## src/verilog/irq_map.svh

```systemverilog
// Register offsets, field positions, reset values of the interrupt mapping block
`ifndef IRQ_MAP_SVH
`define IRQ_MAP_SVH
`define OFS_PIN_SEL 8'h0d
`define OFS_FILL_TX 8'h0e
`define OFS_THRESH 8'h0f
`define OFS_MODE 8'h10
`define RST_PIN_SEL 8'h00
`define RST_FILL_TX 8'h01
`define RST_THRESH 8'h00
`define RST_MODE 8'h00
`define B_OVERRUN 0
`define B_NOT_EMPTY 1
`define B_FULL 2
`define B_TX_SEL1 3
`define B_FILL_METHOD 7
`define B_FILL 6
`define B_TX_DONE 5
`define B_TX_START 4
`define B_SS_EN 3
`define B_SS_FLAG 2
`define B_PLL 1
`define B_LOCK_EN 0
`endif

```

## src/verilog/irq_pkg.sv

```systemverilog
// Types of the interrupt mapping block
package irq_pkg;
	typedef enum logic [1:0] {MODE_CONT, MODE_BUF, MODE_PKT0, MODE_PKT1} data_mode_t;
	typedef enum logic [1:0] {OP_STBY, OP_RX, OP_TX, OP_SLEEP} op_state_t;
	typedef struct packed {
		logic sync_det;
		logic adrs_match;
		logic addr_filt_en;
		logic write_byte;
		logic payload_ready;
		logic crc_ok;
		logic fifo_threshold;
		logic bit_clock;
		logic fifo_full;
		logic fifo_empty;
		logic overrun;
		logic shift_done;
		logic pll_lock;
	} events_t;
endpackage

```

## src/verilog/irq_source_mapping.sv

```systemverilog
// Interrupt source selection, FIFO flags, fill and start control
//
// Overview of operation
// - Continuous rx/standby: pin 0 gives sync, except code 01 gives signal strength.
// - Buffered rx/standby pin 0: none, byte written, not-empty, sync.
// - Packet pin 0: payload ready, byte written, not-empty, sync or address match.
// - Rx/standby pin 1: bit clock continuous; else none/crc, full, strength, threshold.
// - Transmit pin 1: bit clock continuous; else select bit picks full or done.
// - Read-only full bit high while FIFO holds maximum content.
// - Read-only not-empty bit goes low while FIFO is empty.
// - Overrun sets flag; writing one clears flag and FIFO.
// - Buffered fill method 0 fills on sync; 1 hands control to fill bit.
// - Auto fill bit high while filling; writing one re-arms if no overrun.
// - Manual method: software fill bit stops or starts FIFO loading.
// - Transmit-done flag rises after last bit leaves shift register.
// - Buffered start bit: 0 start on full, 1 on not-empty; pin 0 not-empty.
// - Packet start bit: 0 start at threshold, pin threshold; 1 not-empty.
// - Reserved bit 3 zero disables signal strength source; software sets it.
// - Strength above threshold sets flag; writing one clears it.
// - PLL lock flag reports lock; writing one clears it.
// - Lock enable 1 drives lock pin; 0 leaves it high impedance.
// - Eight-bit threshold register, reset zero, same scale as strength reading.
`timescale 1ns/1ps
`default_nettype none
`include "irq_map.svh"
module irq_source_mapping
	import irq_pkg::*;
#(
	parameter int RSSI_W = 8
) (
	// Clock and reset
	input wire logic clk_i,
	input wire logic rst_i,
	// Wishbone slave
	input wire logic cyc_i,
	input wire logic stb_i,
	input wire logic we_i,
	input wire logic [7:0] adr_i,
	input wire logic [3:0] sel_i,
	input wire logic [31:0] dat_i,
	output logic [31:0] dat_o,
	output logic ack_o,
	// Operating state and events
	input wire op_state_t op_state_i,
	input wire events_t ev_i,
	input wire logic [RSSI_W-1:0] rssi_i,
	// Interrupt pins and lock pin
	output logic irq0_o,
	output logic irq1_o,
	output logic lock_o,
	output logic lock_oe_o,
	// FIFO control
	output logic fifo_clear_o,
	output logic fifo_load_o,
	output logic tx_start_o
);

	// ****************************************
	// Parameter check
	// ****************************************
	generate
		if (RSSI_W != 8) begin : g_width_check
			$error("RSSI_W must be 8");
		end
	endgenerate

	// ****************************************
	// Register bus
	// ****************************************
	logic [7:0] sel13_q, sel13_d;
	logic [7:0] ctl14_q, ctl14_d;
	logic [7:0] thresh_q;
	logic [1:0] mode_q;
	logic overrun_q, fill_q, txdone_q, ssflag_q, pll_q, armed_q;
	logic [31:0] rdata_d;
	wire acc = cyc_i & stb_i & ~ack_o;
	wire wr = acc & we_i & sel_i[0];
	wire wr13 = wr & (adr_i == (`OFS_PIN_SEL << 2));
	wire wr14 = wr & (adr_i == (`OFS_FILL_TX << 2));
	wire wr15 = wr & (adr_i == (`OFS_THRESH << 2));
	wire wr16 = wr & (adr_i == (`OFS_MODE << 2));
	wire [7:0] wb = dat_i[7:0];
	wire data_mode_t dmode = data_mode_t'(mode_q);
	wire is_cont = (dmode == MODE_CONT);
	wire is_buf = (dmode == MODE_BUF);
	wire is_pkt = mode_q[1];
	wire in_tx = (op_state_i == OP_TX);

	// Status bits seen by software
	wire not_empty = ~ev_i.fifo_empty;
	wire full = ev_i.fifo_full;
	wire [7:0] rd13 = {sel13_q[7:3], full, not_empty, overrun_q};
	wire [7:0] rd14 = {ctl14_q[7], fill_q, txdone_q, ctl14_q[4:3], ssflag_q, pll_q, ctl14_q[0]};

	always_comb begin
		rdata_d = 32'h0000_0000;
		case (adr_i)
			(`OFS_PIN_SEL << 2): rdata_d[7:0] = rd13;
			(`OFS_FILL_TX << 2): rdata_d[7:0] = rd14;
			(`OFS_THRESH << 2): rdata_d[7:0] = thresh_q;
			(`OFS_MODE << 2): rdata_d[1:0] = mode_q;
			default: rdata_d = 32'h0000_0000;
		endcase
	end

	always_ff @(posedge clk_i) begin
		if (rst_i) begin
			ack_o <= 1'b0;
			dat_o <= 32'h0000_0000;
		end else begin
			ack_o <= acc;
			dat_o <= acc ? rdata_d : 32'h0000_0000;
		end
	end

	// ****************************************
	// Configuration registers
	// ****************************************
	assign sel13_d = wr13 ? {wb[7:3], 3'h0} : sel13_q;
	assign ctl14_d = wr14 ? {wb[7], 2'h0, wb[4:3], 2'h0, wb[0]} : ctl14_q;

	always_ff @(posedge clk_i) begin
		if (rst_i) begin
			sel13_q <= `RST_PIN_SEL;
			ctl14_q <= `RST_FILL_TX;
			thresh_q <= `RST_THRESH;
			mode_q <= 2'h0;
		end else begin
			sel13_q <= sel13_d;
			ctl14_q <= ctl14_d;
			if (wr15) thresh_q <= wb;
			if (wr16) mode_q <= wb[1:0];
		end
	end

	// ****************************************
	// Sticky flag strobes, set wins over clear
	// ****************************************
	wire ss_en = ctl14_q[`B_SS_EN];
	wire ss_above = ss_en & (rssi_i > thresh_q);
	wire ss_clr = wr14 & wb[`B_SS_FLAG];
	wire pll_clr = wr14 & wb[`B_PLL];
	wire ovr_clr = wr13 & wb[`B_OVERRUN];
	wire overrun_d = ev_i.overrun | (overrun_q & ~ovr_clr);
	wire txdone_d = ev_i.shift_done | (txdone_q & ~tx_start_o);
	wire ssflag_d = ss_above | (ssflag_q & ~ss_clr);
	wire pll_d = ev_i.pll_lock | (pll_q & ~pll_clr);

	// ****************************************
	// Overrun flag
	// ****************************************
	always_ff @(posedge clk_i) begin
		if (rst_i) begin
			overrun_q <= 1'b0;
		end else begin
			overrun_q <= overrun_d;
		end
	end

	// ****************************************
	// Transmit done flag
	// ****************************************
	always_ff @(posedge clk_i) begin
		if (rst_i) begin
			txdone_q <= 1'b0;
		end else begin
			txdone_q <= txdone_d;
		end
	end

	// ****************************************
	// Signal strength flag
	// ****************************************
	always_ff @(posedge clk_i) begin
		if (rst_i) begin
			ssflag_q <= 1'b0;
		end else begin
			ssflag_q <= ssflag_d;
		end
	end

	// ****************************************
	// PLL lock flag
	// ****************************************
	always_ff @(posedge clk_i) begin
		if (rst_i) begin
			pll_q <= 1'b0;
		end else begin
			pll_q <= pll_d;
		end
	end

	// ****************************************
	// Fill control
	// ****************************************
	wire fill_manual = ctl14_q[`B_FILL_METHOD];
	wire fill_wr = wr14 & fill_manual;
	wire fill_clr = wr14 & wb[`B_FILL] & ~fill_manual & ~overrun_q;
	wire fill_set = is_buf & ~fill_manual & armed_q & ev_i.sync_det;

	always_ff @(posedge clk_i) begin
		if (rst_i) begin
			fill_q <= 1'b0;
			armed_q <= 1'b1;
		end else if (fill_manual) begin
			if (fill_wr) fill_q <= wb[`B_FILL];
			armed_q <= 1'b1;
		end else if (fill_set) begin
			fill_q <= 1'b1;
			armed_q <= 1'b0;
		end else if (fill_clr) begin
			fill_q <= 1'b0;
			armed_q <= 1'b1;
		end
	end

	// ****************************************
	// Selector codes
	// ****************************************
	wire [1:0] c0 = sel13_q[7:6];
	wire [1:0] c1 = sel13_q[5:4];
	wire c0_is0 = (c0 == 2'h0);
	wire c0_is1 = (c0 == 2'h1);
	wire c0_is2 = (c0 == 2'h2);
	wire c1_is0 = (c1 == 2'h0);
	wire c1_is1 = (c1 == 2'h1);
	wire c1_is2 = (c1 == 2'h2);
	wire tx_sel1 = sel13_q[`B_TX_SEL1];
	wire start_sel = ctl14_q[`B_TX_START];
	wire sync_or_adr = ev_i.addr_filt_en ? ev_i.adrs_match : ev_i.sync_det;

	// ****************************************
	// Pin 0 in receive and standby
	// ****************************************
	wire p0_cont = c0_is1 ? ssflag_q : ev_i.sync_det;
	wire p0_buf_hi = c0_is2 ? not_empty : ev_i.sync_det;
	wire p0_buf_lo = c0_is1 ? ev_i.write_byte : 1'b0;
	wire p0_buf = c0[1] ? p0_buf_hi : p0_buf_lo;
	wire p0_pkt_hi = c0_is2 ? not_empty : sync_or_adr;
	wire p0_pkt_lo = c0_is0 ? ev_i.payload_ready : ev_i.write_byte;
	wire p0_pkt = c0[1] ? p0_pkt_hi : p0_pkt_lo;
	wire p0_data = is_pkt ? p0_pkt : p0_buf;
	wire p0_rx = is_cont ? p0_cont : p0_data;

	// ****************************************
	// Pin 0 in transmit
	// ****************************************
	wire p0_tx_thr = is_pkt & ~start_sel;
	wire p0_tx = p0_tx_thr ? ev_i.fifo_threshold : not_empty;

	// ****************************************
	// Pin 1 in receive and standby
	// ****************************************
	wire p1_none = is_pkt & ev_i.crc_ok;
	wire p1_lo = c1_is0 ? p1_none : full;
	wire p1_hi = c1_is2 ? ssflag_q : ev_i.fifo_threshold;
	wire p1_code = (c1_is0 | c1_is1) ? p1_lo : p1_hi;
	wire p1_rx = is_cont ? ev_i.bit_clock : p1_code;

	// ****************************************
	// Pin 1 in transmit
	// ****************************************
	wire p1_tx_data = tx_sel1 ? txdone_q : full;
	wire p1_tx = is_cont ? ev_i.bit_clock : p1_tx_data;

	// ****************************************
	// Pin choice by operating state
	// ****************************************
	wire irq0_d = in_tx ? p0_tx : p0_rx;
	wire irq1_d = in_tx ? p1_tx : p1_rx;

	// ****************************************
	// Transmit start condition
	// ****************************************
	wire start_data = is_pkt ? ev_i.fifo_threshold : full;
	wire start_pick = start_sel ? not_empty : start_data;
	wire start_d = start_pick & in_tx & ~is_cont;
	wire load_d = is_buf ? fill_q : 1'b1;

	// ****************************************
	// Registered interrupt pins
	// ****************************************
	always_ff @(posedge clk_i) begin
		if (rst_i) begin
			irq0_o <= 1'b0;
			irq1_o <= 1'b0;
		end else begin
			irq0_o <= irq0_d;
			irq1_o <= irq1_d;
		end
	end

	// ****************************************
	// Registered lock pin
	// ****************************************
	always_ff @(posedge clk_i) begin
		if (rst_i) begin
			lock_o <= 1'b0;
			lock_oe_o <= 1'b0;
		end else begin
			lock_o <= pll_q;
			lock_oe_o <= ctl14_q[`B_LOCK_EN];
		end
	end

	// ****************************************
	// Registered FIFO control
	// ****************************************
	always_ff @(posedge clk_i) begin
		if (rst_i) begin
			fifo_clear_o <= 1'b0;
			fifo_load_o <= 1'b0;
			tx_start_o <= 1'b0;
		end else begin
			fifo_clear_o <= ovr_clr;
			fifo_load_o <= load_d;
			tx_start_o <= start_d;
		end
	end

endmodule // irq_source_mapping
`default_nettype wire

```

## config.mk

```make
export PLATFORM = sky130hd
export DESIGN_NAME = irq_source_mapping
export DESIGN_NICKNAME = d
export VERILOG_FILES = /design/src/verilog/irq_pkg.sv /design/src/verilog/irq_source_mapping.sv
export VERILOG_INCLUDE_DIRS = /design/src /design/src/verilog
export SDC_FILE = /design/constraint.sdc
export NUM_CORES = 1
export LEC_CHECK = 0
export BUFFER_PORTS_ARGS = -buffer_cell sky130_fd_sc_hd__buf_4
export CAP_MARGIN = 20
export CELL_PAD_IN_SITES_DETAIL_PLACEMENT = 1
export CELL_PAD_IN_SITES_GLOBAL_PLACEMENT = 1
export CORE_MARGIN = 2
export CORE_UTILIZATION = 32
export CTS_CLUSTER_DIAMETER = 150
export DETAILED_ROUTE_END_ITERATION = 7
export PLACE_DENSITY = 0.85
export SLEW_MARGIN = 5
export SYNTH_ARGS = -nofsm -noshare
export SYNTH_HDL_FRONTEND = slang
export SYNTH_SLANG_ARGS = --single-unit
export TNS_END_PERCENT = 100
```

## constraint.sdc

```tcl
create_clock -name clk_i -period 2.3 [get_ports clk_i]
set_input_delay 0.345 -clock clk_i [delete_from_list [all_inputs] [get_ports clk_i]]
set_output_delay 0.345 -clock clk_i [all_outputs]
set_load 0.02 [all_outputs]
```

# --- Word-level counts from Yosys, hierarchy flattened ---
# Index checks and enable logic that the tools add are counted.
word_totals:
  regBits: 65
  in_bits: 72
  out_inout_bits: 40
  word_cells: 113
classes:
  n_lt_le_gt_ge: 1
  n_eq_ne: 11
  n_mux: 30
  bitwise_logic: 43
  n_reduce_logical: 8
ops:
  columns: ["cell", "n"]
  rows:
  - ["1-bit 2-to-1 mux", 28]
  - ["1-bit AND", 27]
  - ["8-bit by 6-bit equality test with 1-bit output (second input constant)", 3]
  - ["6-bit case mux with 3 select lines", 1]
  - ["1-bit NOT", 11]
  - ["8-bit by 7-bit equality test with 1-bit output (second input constant)", 1]
  - ["8-bit greater-than comparator", 1]
  - ["2-bit case mux with 4 select lines", 1]
  - ["2-bit by 1-bit equality test with 1-bit output (second input constant)", 3]
  - ["2-bit equality test (second input constant)", 3]
  - ["2-bit logical NOT", 3]
  - ["1-bit OR", 5]
  - ["2-bit OR reduction", 2]
  - ["3-bit nonzero test", 1]
  - ["2-bit by 1-bit != test with 1-bit output (second input constant)", 1]
  - ["2-bit AND reduction", 1]
  - ["2-bit nonzero test", 1]

# --- Longest topological paths before layout ---
# Gate-level depths: netlist (run 1).
depth:
  ltp_word: 11
  mapped_depth: 6
  ltp_nobuf: 6

# --- Least setup slack after synthesis (run 1) ---
# OpenSTA, ideal clock, no wires.
synth_path:
  path_kind: "input to register"
  startpoint: "input adr_i[7]"
  endpoint: "register thresh_q[0]"
  setup_time_ns: 0.128
  arrival_ns: 1.602
  required_time_ns: 2.172
  setup_slack_ns: 0.571
  cell_stages: 4
  n_path_buf: 0
  path_cell_list: "or3_4 nor4_4 mux2i_1 nor2_1"
synth_via:
  elab_chain_len: 2
synth_rtl:
  columns: ["element", "line_no", "rtl"]
  rows:
  - ["start: declaration", "irq_source_mapping.sv:38", "input wire logic [7:0] adr_i,"]
  - ["8-bit by 6-bit equality test with 1-bit output", "irq_source_mapping.sv:80", "wire wr15 = wr & (adr_i == (`OFS_THRESH << 2));"]
  - ["1-bit AND", "irq_source_mapping.sv:80", null]
  - ["end signal: assignment", "irq_source_mapping.sv:126", "thresh_q <= `RST_THRESH;"]
  - ["end signal: assignment", "irq_source_mapping.sv:131", "if (wr15) thresh_q <= wb;"]
  - ["end: declaration", "irq_source_mapping.sv:72", "logic [7:0] thresh_q;"]
# No other way between the ends.
# A chain may end at the register's enable or synchronous reset.

# --- Worst setup path after layout (run 1) ---
layout_path:
  startpoint: "register thresh_q[6]"
  endpoint: "register ssflag_q"
layout_via:
  elab_chain_len: 3
layout_rtl:
  columns: ["element", "line_no", "rtl"]
  rows:
  - ["8-bit greater-than comparator", "irq_source_mapping.sv:140", "wire ss_above = ss_en & (rssi_i > thresh_q);"]
  - ["1-bit AND", "irq_source_mapping.sv:140", null]
  - ["1-bit OR", "irq_source_mapping.sv:146", "wire ssflag_d = ss_above | (ssflag_q & ~ss_clr);"]
  - ["end signal: assignment", "irq_source_mapping.sv:178", "ssflag_q <= ssflag_d;"]
  - ["end: declaration", "irq_source_mapping.sv:74", "logic overrun_q, fill_q, txdone_q, ssflag_q, pll_q, armed_q;"]
# No other way between the ends.

==> results.tsv, run 1 <==
stage	metric	value	unit
setup_path	Arr. time, crit path	1.81	ns
detailed_routing	Remaining DRCs	0	
synthesis	share of synthesized flip-flops with an asynchronous set or reset	0	
die	die area	7690	sq um
grt	remaining global-route overflow	0	
job	max cap viols	0	
setup_path	CP max stage delay	0.38	ns
detailed_routing	average detailed-routed wire length per instance	14.7	microns
synthesis	leading register cell type out of synthesis	sky130_fd_sc_hd__dfxtp_1	
clocking	number of gates given a new drive strength after cts	0	
outcome	run status	complete, no violations	
detailed_routing	routed wire length	6040	microns
sta	Hold WS	0.261	ns
power	maximum vdd drop	0.192	mV
die	initial standard-cell utilization of the core	0.330	
setup_path	Critical Path Source Type	flop	
sta	shortest clock period the worst path allows after layout	1.62	ns
setup_path	critical-path cell with the highest stage delay	sky130_fd_sc_hd__dfxtp_1	
clocking	TritonCTS clock tree	yes	
die	area of the placeable core	6790	sq um
layout	post-layout instance area	2790	sq um
sta	Setup-failing EPs final	0	
setup_path	worst setup path class	flop to flop	
die	width of the die	87.7	microns
sta	setup TNS	0	ns
power	sequential group share of total power	0.523	
placed_design	input/output buffers	60	
synthesis	Seq cells post-synth	41	
sta	final clock period utilization by the worst path	0.703	
clocking	Setup Buffers After CTS	0	
detailed_routing	total via count in the routed design	2005	
die	number of placed I/O pins	112	
clocking	number of sinks handled by clock tree synthesis	41	
setup_path	critical path capture point type	flop	
die	die height	87.7	microns
placed_design	post-DP HPWL	4810	microns
detailed_routing	iteration count of the initial detailed-routing pass	4	
synthesis	Yosys warning total	0	
clocking	Clock Root Buffer	sky130_fd_sc_hd__clkbuf_8	
detailed_routing	average via count per standard cell	4.87	
power	switching part of the total power	0.266	
grt	antenna violations before repair	0	
sta	clock skew after layout	0.00549	ns
layout	n_diodes	0	
synthesis	EDFF count, synth	0	
worst_hold_path	type of the tightest min-delay check	primary input to flop	
die	Cell Rows	30	
sta	unrepaired setup endpoints after global routing	no	
grt	global-route wire length before repair	9620	microns
power	net switching power of the design	0.368	mW
power	power density over the cells	496	nW/um^2
layout	final-layout fill cell count	830	
layout	footprint of the multi-input gates	1240	sq um
detailed_routing	Antenna Violating Nets Remaining	0	
clocking	number of buffers inserted for hold repair after clock tree synthesis	0	
sta	final worst slack	0.684	ns
grt	vias in the first global route	2050	
clocking	TritonCTS buffer count	5	
placed_design	GP Congestion	0.819	
power	portion of total power attributed to the clock network	0.330	
synthesis	synth unique cells	42	
power	Power Internal	1.02	mW
clocking	Clock H-tree levels	2	
clocking	Clock Path Buffers	2	
power	leakage dissipation	1.22	nW
power	post-route total power	1.38	mW
clocking	Reg clk slew, reported paths	0.08	ns
synthesis	combined area of all synthesized cells	2240	sq um
sta	Max-slew headroom	0.611	
setup_path	chain of cells forming the critical path	inv_1, ha_1, a21o_1, a21oi_1, nand4b_1, a41o_1	
synthesis	Cells after Synth	255	
layout	final core utilization	0.410	
detailed_routing	initial drt markers	75	
layout	area growth from synthesis to layout	24.4	%
layout	share of layout cells above drive strength 1	0.250	
clocking	insertion delay to the later sink of the worst-skew pair	0.30	ns
sta	total count of max-transition violations in the final report	0	
sta	peak clock frequency supported by timing	619	MHz
power	part of the total power dissipated in combinational logic	0.147	
layout	Post-layout nets	396	
grt	Overall Global Routing Usage	0.161	
placed_design	count of placed standard cells including taps	405	
synthesis	average instance area after synthesis	8.79	sq um
placed_design	cell area reported after detailed placement	2710	sq um
grt	largest net degree at the start of global routing	33	
synthesis	sequential share of the synthesized area	0.366	
setup_path	Max FO, Critical Path	3	
layout	area taken by flip-flops and latches	821	sq um
layout	non-filler cells in the finished layout	412	
sta	worst-margin pin slew	0.569	ns
sta	final hold violation count	0	
setup_path	required time at the endpoint of the critical path	2.49	ns
placed_design	post-placement worst setup slack	0.505	ns
==> power by group through the flow <==
stage               Combinational [mW]  Clock, mW  Sequential (mW)
detailed placement               0.202          0            0.740
floorplan                        0.130          0            0.746
global route                     0.222      0.489            0.725
CTS                              0.203      0.467            0.724
global placement                 0.197          0            0.740
finish                           0.203      0.456            0.724
==> layer usage <==
layer	track usage	vias up	wire length, microns	share of wire
met4	0.0629	0	114	0.019
met2	0.300	51	3180	0.53
met5	0	-	0	0
met1	0.187	969	2520	0.42
met3	0.0198	10	228	0.038
li1	-	975	-	-
==> critical path: cells and delay by family, from the launching register on <==
family / cells / cell delay, ns
and+or+nand+nor: 1 / 0.15
AOI/OAI and AO/OA: 3 / 0.65
buffers and inverters: 1 / 0.06
DFF: 1 / 0.38
adders and majority gates: 1 / 0.28
==> final timing paths <==
path | from | endpoint | slack [ns] | depth (start not counted)
min | ev_i[1] | txdone_q | 0.26 | 3
max reg2reg | thresh_q[6] | ssflag_q | 0.68 | 6
max | thresh_q[6] | ssflag_q | 0.68 | 6
min reg2reg | pll_q | lock_o | 0.49 | 1
==> flip-flops by register name (all words and copies together) (netlist names), 2 cells and up <==
name      cells
dmode         2
sel13_q       5
thresh_q      8
ctl14_q       4
dat_o         8
==> synthesized netlist by cell type (2+ instances only) <==
| library cell | number | share of area |
|---|---|---|
| sky130_fd_sc_hd__ha_1 | 8 | 0.045 |
| sky130_fd_sc_hd__a211oi_1 | 2 | 0.0067 |
| sky130_fd_sc_hd__a21oi_1 | 16 | 0.036 |
| sky130_fd_sc_hd__o211ai_1 | 2 | 0.0067 |
| sky130_fd_sc_hd__inv_1 | 15 | 0.025 |
| sky130_fd_sc_hd__nor3_1 | 5 | 0.011 |
| sky130_fd_sc_hd__a22oi_1 | 8 | 0.027 |
| sky130_fd_sc_hd__buf_4 | 24 | 0.080 |
| sky130_fd_sc_hd__mux2i_1 | 17 | 0.076 |
| sky130_fd_sc_hd__and4b_1 | 2 | 0.0089 |
| sky130_fd_sc_hd__nand3_1 | 5 | 0.011 |
| sky130_fd_sc_hd__a21o_1 | 2 | 0.0067 |
| sky130_fd_sc_hd__mux2_2 | 9 | 0.045 |
| sky130_fd_sc_hd__and3b_1 | 2 | 0.0078 |
| sky130_fd_sc_hd__a221oi_1 | 2 | 0.0078 |
| sky130_fd_sc_hd__nor2b_1 | 8 | 0.022 |
| sky130_fd_sc_hd__dfxtp_1 | 41 | 0.37 |
| sky130_fd_sc_hd__nand2_1 | 12 | 0.020 |
| sky130_fd_sc_hd__nor2_1 | 30 | 0.050 |
| sky130_fd_sc_hd__clkbuf_1 | 6 | 0.010 |
| sky130_fd_sc_hd__and2_1 | 4 | 0.011 |
| sky130_fd_sc_hd__nand4_1 | 6 | 0.017 |
| sky130_fd_sc_hd__nand3b_1 | 5 | 0.017 |
| sky130_fd_sc_hd__a2bb2oi_1 | 2 | 0.0078 |
| sky130_fd_sc_hd__o21ai_0 | 5 | 0.011 |
==> layout make-up <==
| class | instances | area share |
|---|---|---|
| timing repair buffer | 62 | 0.167 |
| tap | 96 | 0.0431 |
| sequential | 41 | 0.294 |
| inverter | 15 | 0.0202 |
| multi-input combinational | 191 | 0.446 |
| clock inverter | 1 | 0.00314 |
| clock buffer | 6 | 0.0260 |
==> layout by cell type, fill, tap and decap left out, types with 2 or more instances in the layout <==
cell type / n
sky130_fd_sc_hd__inv_1: 15
sky130_fd_sc_hd__and4b_1: 2
sky130_fd_sc_hd__a21oi_1: 16
sky130_fd_sc_hd__conb_1: 24
sky130_fd_sc_hd__nand4_1: 6
sky130_fd_sc_hd__mux2_2: 9
sky130_fd_sc_hd__nand3b_1: 5
sky130_fd_sc_hd__ha_1: 8
sky130_fd_sc_hd__a22oi_1: 8
sky130_fd_sc_hd__a2bb2oi_1: 2
sky130_fd_sc_hd__nor3_1: 5
sky130_fd_sc_hd__nor2b_1: 8
sky130_fd_sc_hd__dfxtp_1: 41
sky130_fd_sc_hd__a21o_1: 2
sky130_fd_sc_hd__a221oi_1: 2
sky130_fd_sc_hd__clkbuf_8: 5
sky130_fd_sc_hd__buf_4: 62
sky130_fd_sc_hd__a211oi_1: 2
sky130_fd_sc_hd__o211ai_1: 2
sky130_fd_sc_hd__nand2_1: 12
sky130_fd_sc_hd__o21ai_0: 5
sky130_fd_sc_hd__nor2_1: 30
sky130_fd_sc_hd__nand3_1: 5
sky130_fd_sc_hd__and2_1: 4
sky130_fd_sc_hd__mux2i_1: 17
sky130_fd_sc_hd__and3b_1: 2
==> cell families after synthesis <==
| group | after synthesis | share of synthesized area |
|---|---|---|
| adder cells (fa/ha/maj) | 8 | 0.0447 |
| multiplexers | 26 | 0.121 |
| AO/OA/AOI/OAI | 45 | 0.134 |
| other | 1 | 0.00167 |
| AND/OR/NAND/NOR | 88 | 0.215 |
| flip-flops | 41 | 0.366 |
| buffers and inverters | 46 | 0.117 |
No activity file was read; power rests on OpenSTA's default activity.
==> inputs of run 2 (changes only) <==
--- a/config.mk
+++ b/config.mk
@@ -6,12 +6,13 @@
 export SDC_FILE = /design/constraint.sdc
 export NUM_CORES = 1
 export LEC_CHECK = 0
+export ABC_AREA = 1
 export BUFFER_PORTS_ARGS = -buffer_cell sky130_fd_sc_hd__buf_4
 export CAP_MARGIN = 20
 export CELL_PAD_IN_SITES_DETAIL_PLACEMENT = 1
 export CELL_PAD_IN_SITES_GLOBAL_PLACEMENT = 1
 export CORE_MARGIN = 2
-export CORE_UTILIZATION = 32
+export CORE_UTILIZATION = 31
 export CTS_CLUSTER_DIAMETER = 150
 export DETAILED_ROUTE_END_ITERATION = 7
 export PLACE_DENSITY = 0.85
==> constraint.sdc (replaced) <==
create_clock -name clk_i -period 1.6 [get_ports clk_i]
set_input_delay 0.24 -clock clk_i [delete_from_list [all_inputs] [get_ports clk_i]]
set_output_delay 0.24 -clock clk_i [all_outputs]
set_load 0.02 [all_outputs]
==> run 2 against run 1 <==
Clock-buffer cell count fell by 1. Design area grew 5.1%. Synthesized cell count rose by 33%. Power is 46% higher. Combinational power is 46% higher. Clock power is 49% higher. Via count up 13%. Synthesized area up 5.3%. Global-route usage rose by 0.085 points. Critical path type unchanged. Highest routed layer unchanged.
==> results.tsv, run 2 <==
stage	metric	value	unit	change
clocking	Reg clk slew, reported paths	0.08	ns	about the same
grt	remaining global-route overflow	0		unchanged
clocking	TritonCTS clock tree	yes		unchanged
placed_design	post-DP HPWL	5280	microns	was 4810 microns
synthesis	most frequent cells after synthesis	sky130_fd_sc_hd__nand2_1, sky130_fd_sc_hd__nor2_1, sky130_fd_sc_hd__dfxtp_1, sky130_fd_sc_hd__inv_1, sky130_fd_sc_hd__buf_4		was sky130_fd_sc_hd__dfxtp_1, sky130_fd_sc_hd__nor2_1, sky130_fd_sc_hd__buf_4, sky130_fd_sc_hd__mux2i_1, sky130_fd_sc_hd__a21oi_1
outcome	run status	complete, no violations		unchanged
grt	Overall Global Routing Usage	0.162		was 0.161
synthesis	Yosys warning total	0		unchanged
layout	post-layout instance area	2930	sq um	was 2790 sq um
detailed_routing	routed wire length	6480	microns	was 6040 microns
placed_design	cell area reported after detailed placement	2840	sq um	was 2710 sq um
setup_path	cell count along the critical path	10		was 6
power	part of the total power dissipated in combinational logic	0.147		about the same
power	switching part of the total power	0.278		was 0.266
placed_design	GP Congestion	0.816		was 0.819
setup_path	Worst R2R Path Depth	10		was 6
die	initial standard-cell utilization of the core	0.322		was 0.330
sta	final worst slack	0.256	ns	was 0.684 ns
layout	footprint of the multi-input gates	1260	sq um	was 1240 sq um
die	width of the die	91.2	microns	was 87.7 microns
synthesis	cell types occupying the most area after synthesis	sky130_fd_sc_hd__dfxtp_1, sky130_fd_sc_hd__nand2_1, sky130_fd_sc_hd__nor2_1		was sky130_fd_sc_hd__dfxtp_1, sky130_fd_sc_hd__buf_4, sky130_fd_sc_hd__mux2i_1
power	maximum vdd drop	0.233	mV	was 0.192 mV
die	Cell Rows	31		was 30
setup_path	Worst Setup SP	thresh_q[3]		was thresh_q[6]
synthesis	post-synth top area share	0.348		was 0.366
setup_path	critical path capture point type	flop		unchanged
layout	non-filler cells in the finished layout	504		was 412
sta	total count of max-transition violations in the final report	0		unchanged
clocking	number of gates given a new drive strength after cts	0		unchanged
clocking	Setup Buffers After CTS	0		unchanged
setup_path	CP max stage delay	0.37	ns	was 0.38 ns
clocking	insertion delay to the later sink of the worst-skew pair	0.30	ns	about the same
detailed_routing	average via count per standard cell	4.48		was 4.87
sta	shortest clock period the worst path allows after layout	1.34	ns	was 1.62 ns
worst_hold_path	Worst Hold Depth	3		unchanged
setup_path	chain of cells forming the critical path	inv_1, ha_1, nand2_1, inv_1, nand2_1, nand2_1, nand2_1, nand2_1, nand2_1, a21oi_1		was inv_1, ha_1, a21o_1, a21oi_1, nand4b_1, a41o_1
grt	antenna violations before repair	0		unchanged
detailed_routing	total via count in the routed design	2257		was 2005
power	leakage dissipation	1.45	nW	was 1.22 nW
layout	share of layout cells above drive strength 1	0.232		was 0.250
layout	area growth from synthesis to layout	24.2	%	was 24.4%
clocking	Clock H-tree levels	2		unchanged
clocking	TritonCTS buffer count	5		unchanged
layout	commonest non-fill, non-tap cells in the layout	sky130_fd_sc_hd__nand2_1, sky130_fd_sc_hd__buf_4, sky130_fd_sc_hd__nor2_1		was sky130_fd_sc_hd__buf_4, sky130_fd_sc_hd__dfxtp_1, sky130_fd_sc_hd__nor2_1
job	max cap viols	0		unchanged
layout	leading cell type in the layout, fill and taps excluded	sky130_fd_sc_hd__nand2_1		was sky130_fd_sc_hd__buf_4
sta	final clock period utilization by the worst path	0.840		was 0.703
setup_path	Critical Path Most Common Cell	sky130_fd_sc_hd__nand2_1		
worst_hold_path	type of the tightest min-delay check	primary input to flop		unchanged
detailed_routing	Remaining DRCs	0		unchanged
setup_path	required time at the endpoint of the critical path	1.82	ns	was 2.49 ns
power	sequential group share of total power	0.516		was 0.523
synthesis	Yosys top cell by area	sky130_fd_sc_hd__dfxtp_1		unchanged
synthesis	share of synthesized flip-flops with an asynchronous set or reset	0		unchanged
layout	final-layout fill cell count	951		was 830
detailed_routing	initial drt markers	109		was 75
setup_path	Reg-to-Reg End	ssflag_q		unchanged
synthesis	average instance area after synthesis	6.96	sq um	was 8.79 sq um
die	area of the placeable core	7330	sq um	was 6790 sq um
synthesis	most frequent cell after synthesis	sky130_fd_sc_hd__nand2_1		was sky130_fd_sc_hd__dfxtp_1
layout	top flop regs	dat_o (8), thresh_q (8), sel13_q (5)		unchanged
power	Power Internal	1.46	mW	was 1.02 mW
setup_path	worst setup path class	flop to flop		unchanged
synthesis	sequential share of the synthesized area	0.348		was 0.366
clocking	Clock Path Buffers	2		unchanged
layout	final core utilization	0.400		was 0.410
sta	peak clock frequency supported by timing	744	MHz	was 619 MHz
setup_path	worst setup path endpoint	ssflag_q		unchanged
grt	largest net degree at the start of global routing	23		was 33
clocking	number of buffers inserted for hold repair after clock tree synthesis	0		unchanged
die	die height	91.2	microns	was 87.7 microns
placed_design	count of placed standard cells including taps	496		was 405
layout	area taken by flip-flops and latches	821	sq um	unchanged
sta	clock skew after layout	0.00705	ns	was 0.00549 ns
placed_design	input/output buffers	60		unchanged
synthesis	EDFF count, synth	0		unchanged
power	portion of total power attributed to the clock network	0.337		was 0.330
grt	global-route wire length before repair	10800	microns	was 9620 microns
detailed_routing	average detailed-routed wire length per instance	12.9	microns	was 14.7 microns
setup_path	register-to-register path setup slack	0.26	ns	was 0.68 ns
clocking	Clock Root Buffer	sky130_fd_sc_hd__clkbuf_8		unchanged
power	net switching power of the design	0.562	mW	was 0.368 mW
setup_path	critical-path cell with the highest stage delay	sky130_fd_sc_hd__dfxtp_1		unchanged
synthesis	synth unique cells	32		was 42
layout	Post-layout nets	484		was 396
setup_path	start of the worst register-to-register path	thresh_q[3]		was thresh_q[6]
power	post-route total power	2.02	mW	was 1.38 mW
sta	unrepaired setup endpoints after global routing	no		unchanged
setup_path	Max FO, Critical Path	3		unchanged
detailed_routing	Antenna Violating Nets Remaining	0		unchanged
die	number of placed I/O pins	112		unchanged
setup_path	Arr. time, crit path	1.57	ns	was 1.81 ns
sta	Hold WS	0.133	ns	was 0.261 ns
setup_path	kind of cell adding the most delay to the critical path	flip-flops		was compound AO/OA/AOI/OAI gates
detailed_routing	iteration count of the initial detailed-routing pass	4		unchanged
synthesis	Seq cells post-synth	41		unchanged
synthesis	leading register cell type out of synthesis	sky130_fd_sc_hd__dfxtp_1		unchanged
synthesis	Cells after Synth	339		was 255
grt	vias in the first global route	2318		was 2050
die	die area	8330	sq um	was 7690 sq um
placed_design	post-placement worst setup slack	0.118	ns	was 0.505 ns
layout	n_diodes	0		unchanged
setup_path	Critical Path Source Type	flop		unchanged
sta	setup TNS	0	ns	unchanged
sta	Setup-failing EPs final	0		unchanged
sta	final hold violation count	0		unchanged
setup_path	sum of buffers and inverters on the critical path	2		was 1
synthesis	combined area of all synthesized cells	2360	sq um	was 2240 sq um
clocking	number of sinks handled by clock tree synthesis	41		unchanged
power	power density over the cells	689	nW/um^2	was 496 nW/um^2
## run 2: per-layer routing
metal	part of all wire	vias up	track usage
li1	-	1148	-
met1	0.44	1056	0.194
met2	0.51	49	0.296
met3	0.038	4	0.0407
met4	0.0052	0	0.0265
met5	0	-	0
## run 2: how the worst min path moves through the flow
| stage | startpoint | to | slack (ns) |
|---|---|---|---|
| 3_5_place_dp | ev_i[0] | pll_q | 0.44 |
| 3_3_place_gp | pll_q | lock_o | 0.44 |
| 2_1_floorplan | ev_i[0] | pll_q | 0.35 |
| 4_1_cts | ev_i[0] | pll_q | 0.13 |
| 6_report | ev_i[0] | pll_q | 0.13 |
| 5_1_grt | ev_i[0] | pll_q | 0.13 |
## run 2: tightest hold or removal path, stage by stage
cell                      delay (ns)
sky130_fd_sc_hd__buf_4          0.07
sky130_fd_sc_hd__nand2_1        0.04
sky130_fd_sc_hd__nand2_1        0.05
## run 2: cells by family after synthesis
| group | Yosys count | share of synthesized area |
|---|---|---|
| buffers and inverters | 70 | 0.154 |
| AO/OA/AOI/OAI | 48 | 0.109 |
| adder cells (fa/ha/maj) | 8 | 0.0424 |
| AND/OR/NAND/NOR | 171 | 0.345 |
| flip-flops | 41 | 0.348 |
| other | 1 | 0.00159 |
## run 2: area by class of cell
type	instances	share of cell area
clock buffer	5	0.0235
clock inverter	3	0.00598
inverter	41	0.0534
multi-input combinational	251	0.431
sequential	41	0.280
tap	99	0.0423
timing repair buffer	64	0.164
## run 2: power by group through the flow
stage | registers, mW | clock network, mW | logic, mW
floorplan | 1.08 | 0 | 0.187
global placement | 1.07 | 0 | 0.288
detailed placement | 1.07 | 0 | 0.296
CTS | 1.04 | 0.709 | 0.297
global route | 1.04 | 0.745 | 0.326
finish | 1.04 | 0.681 | 0.296
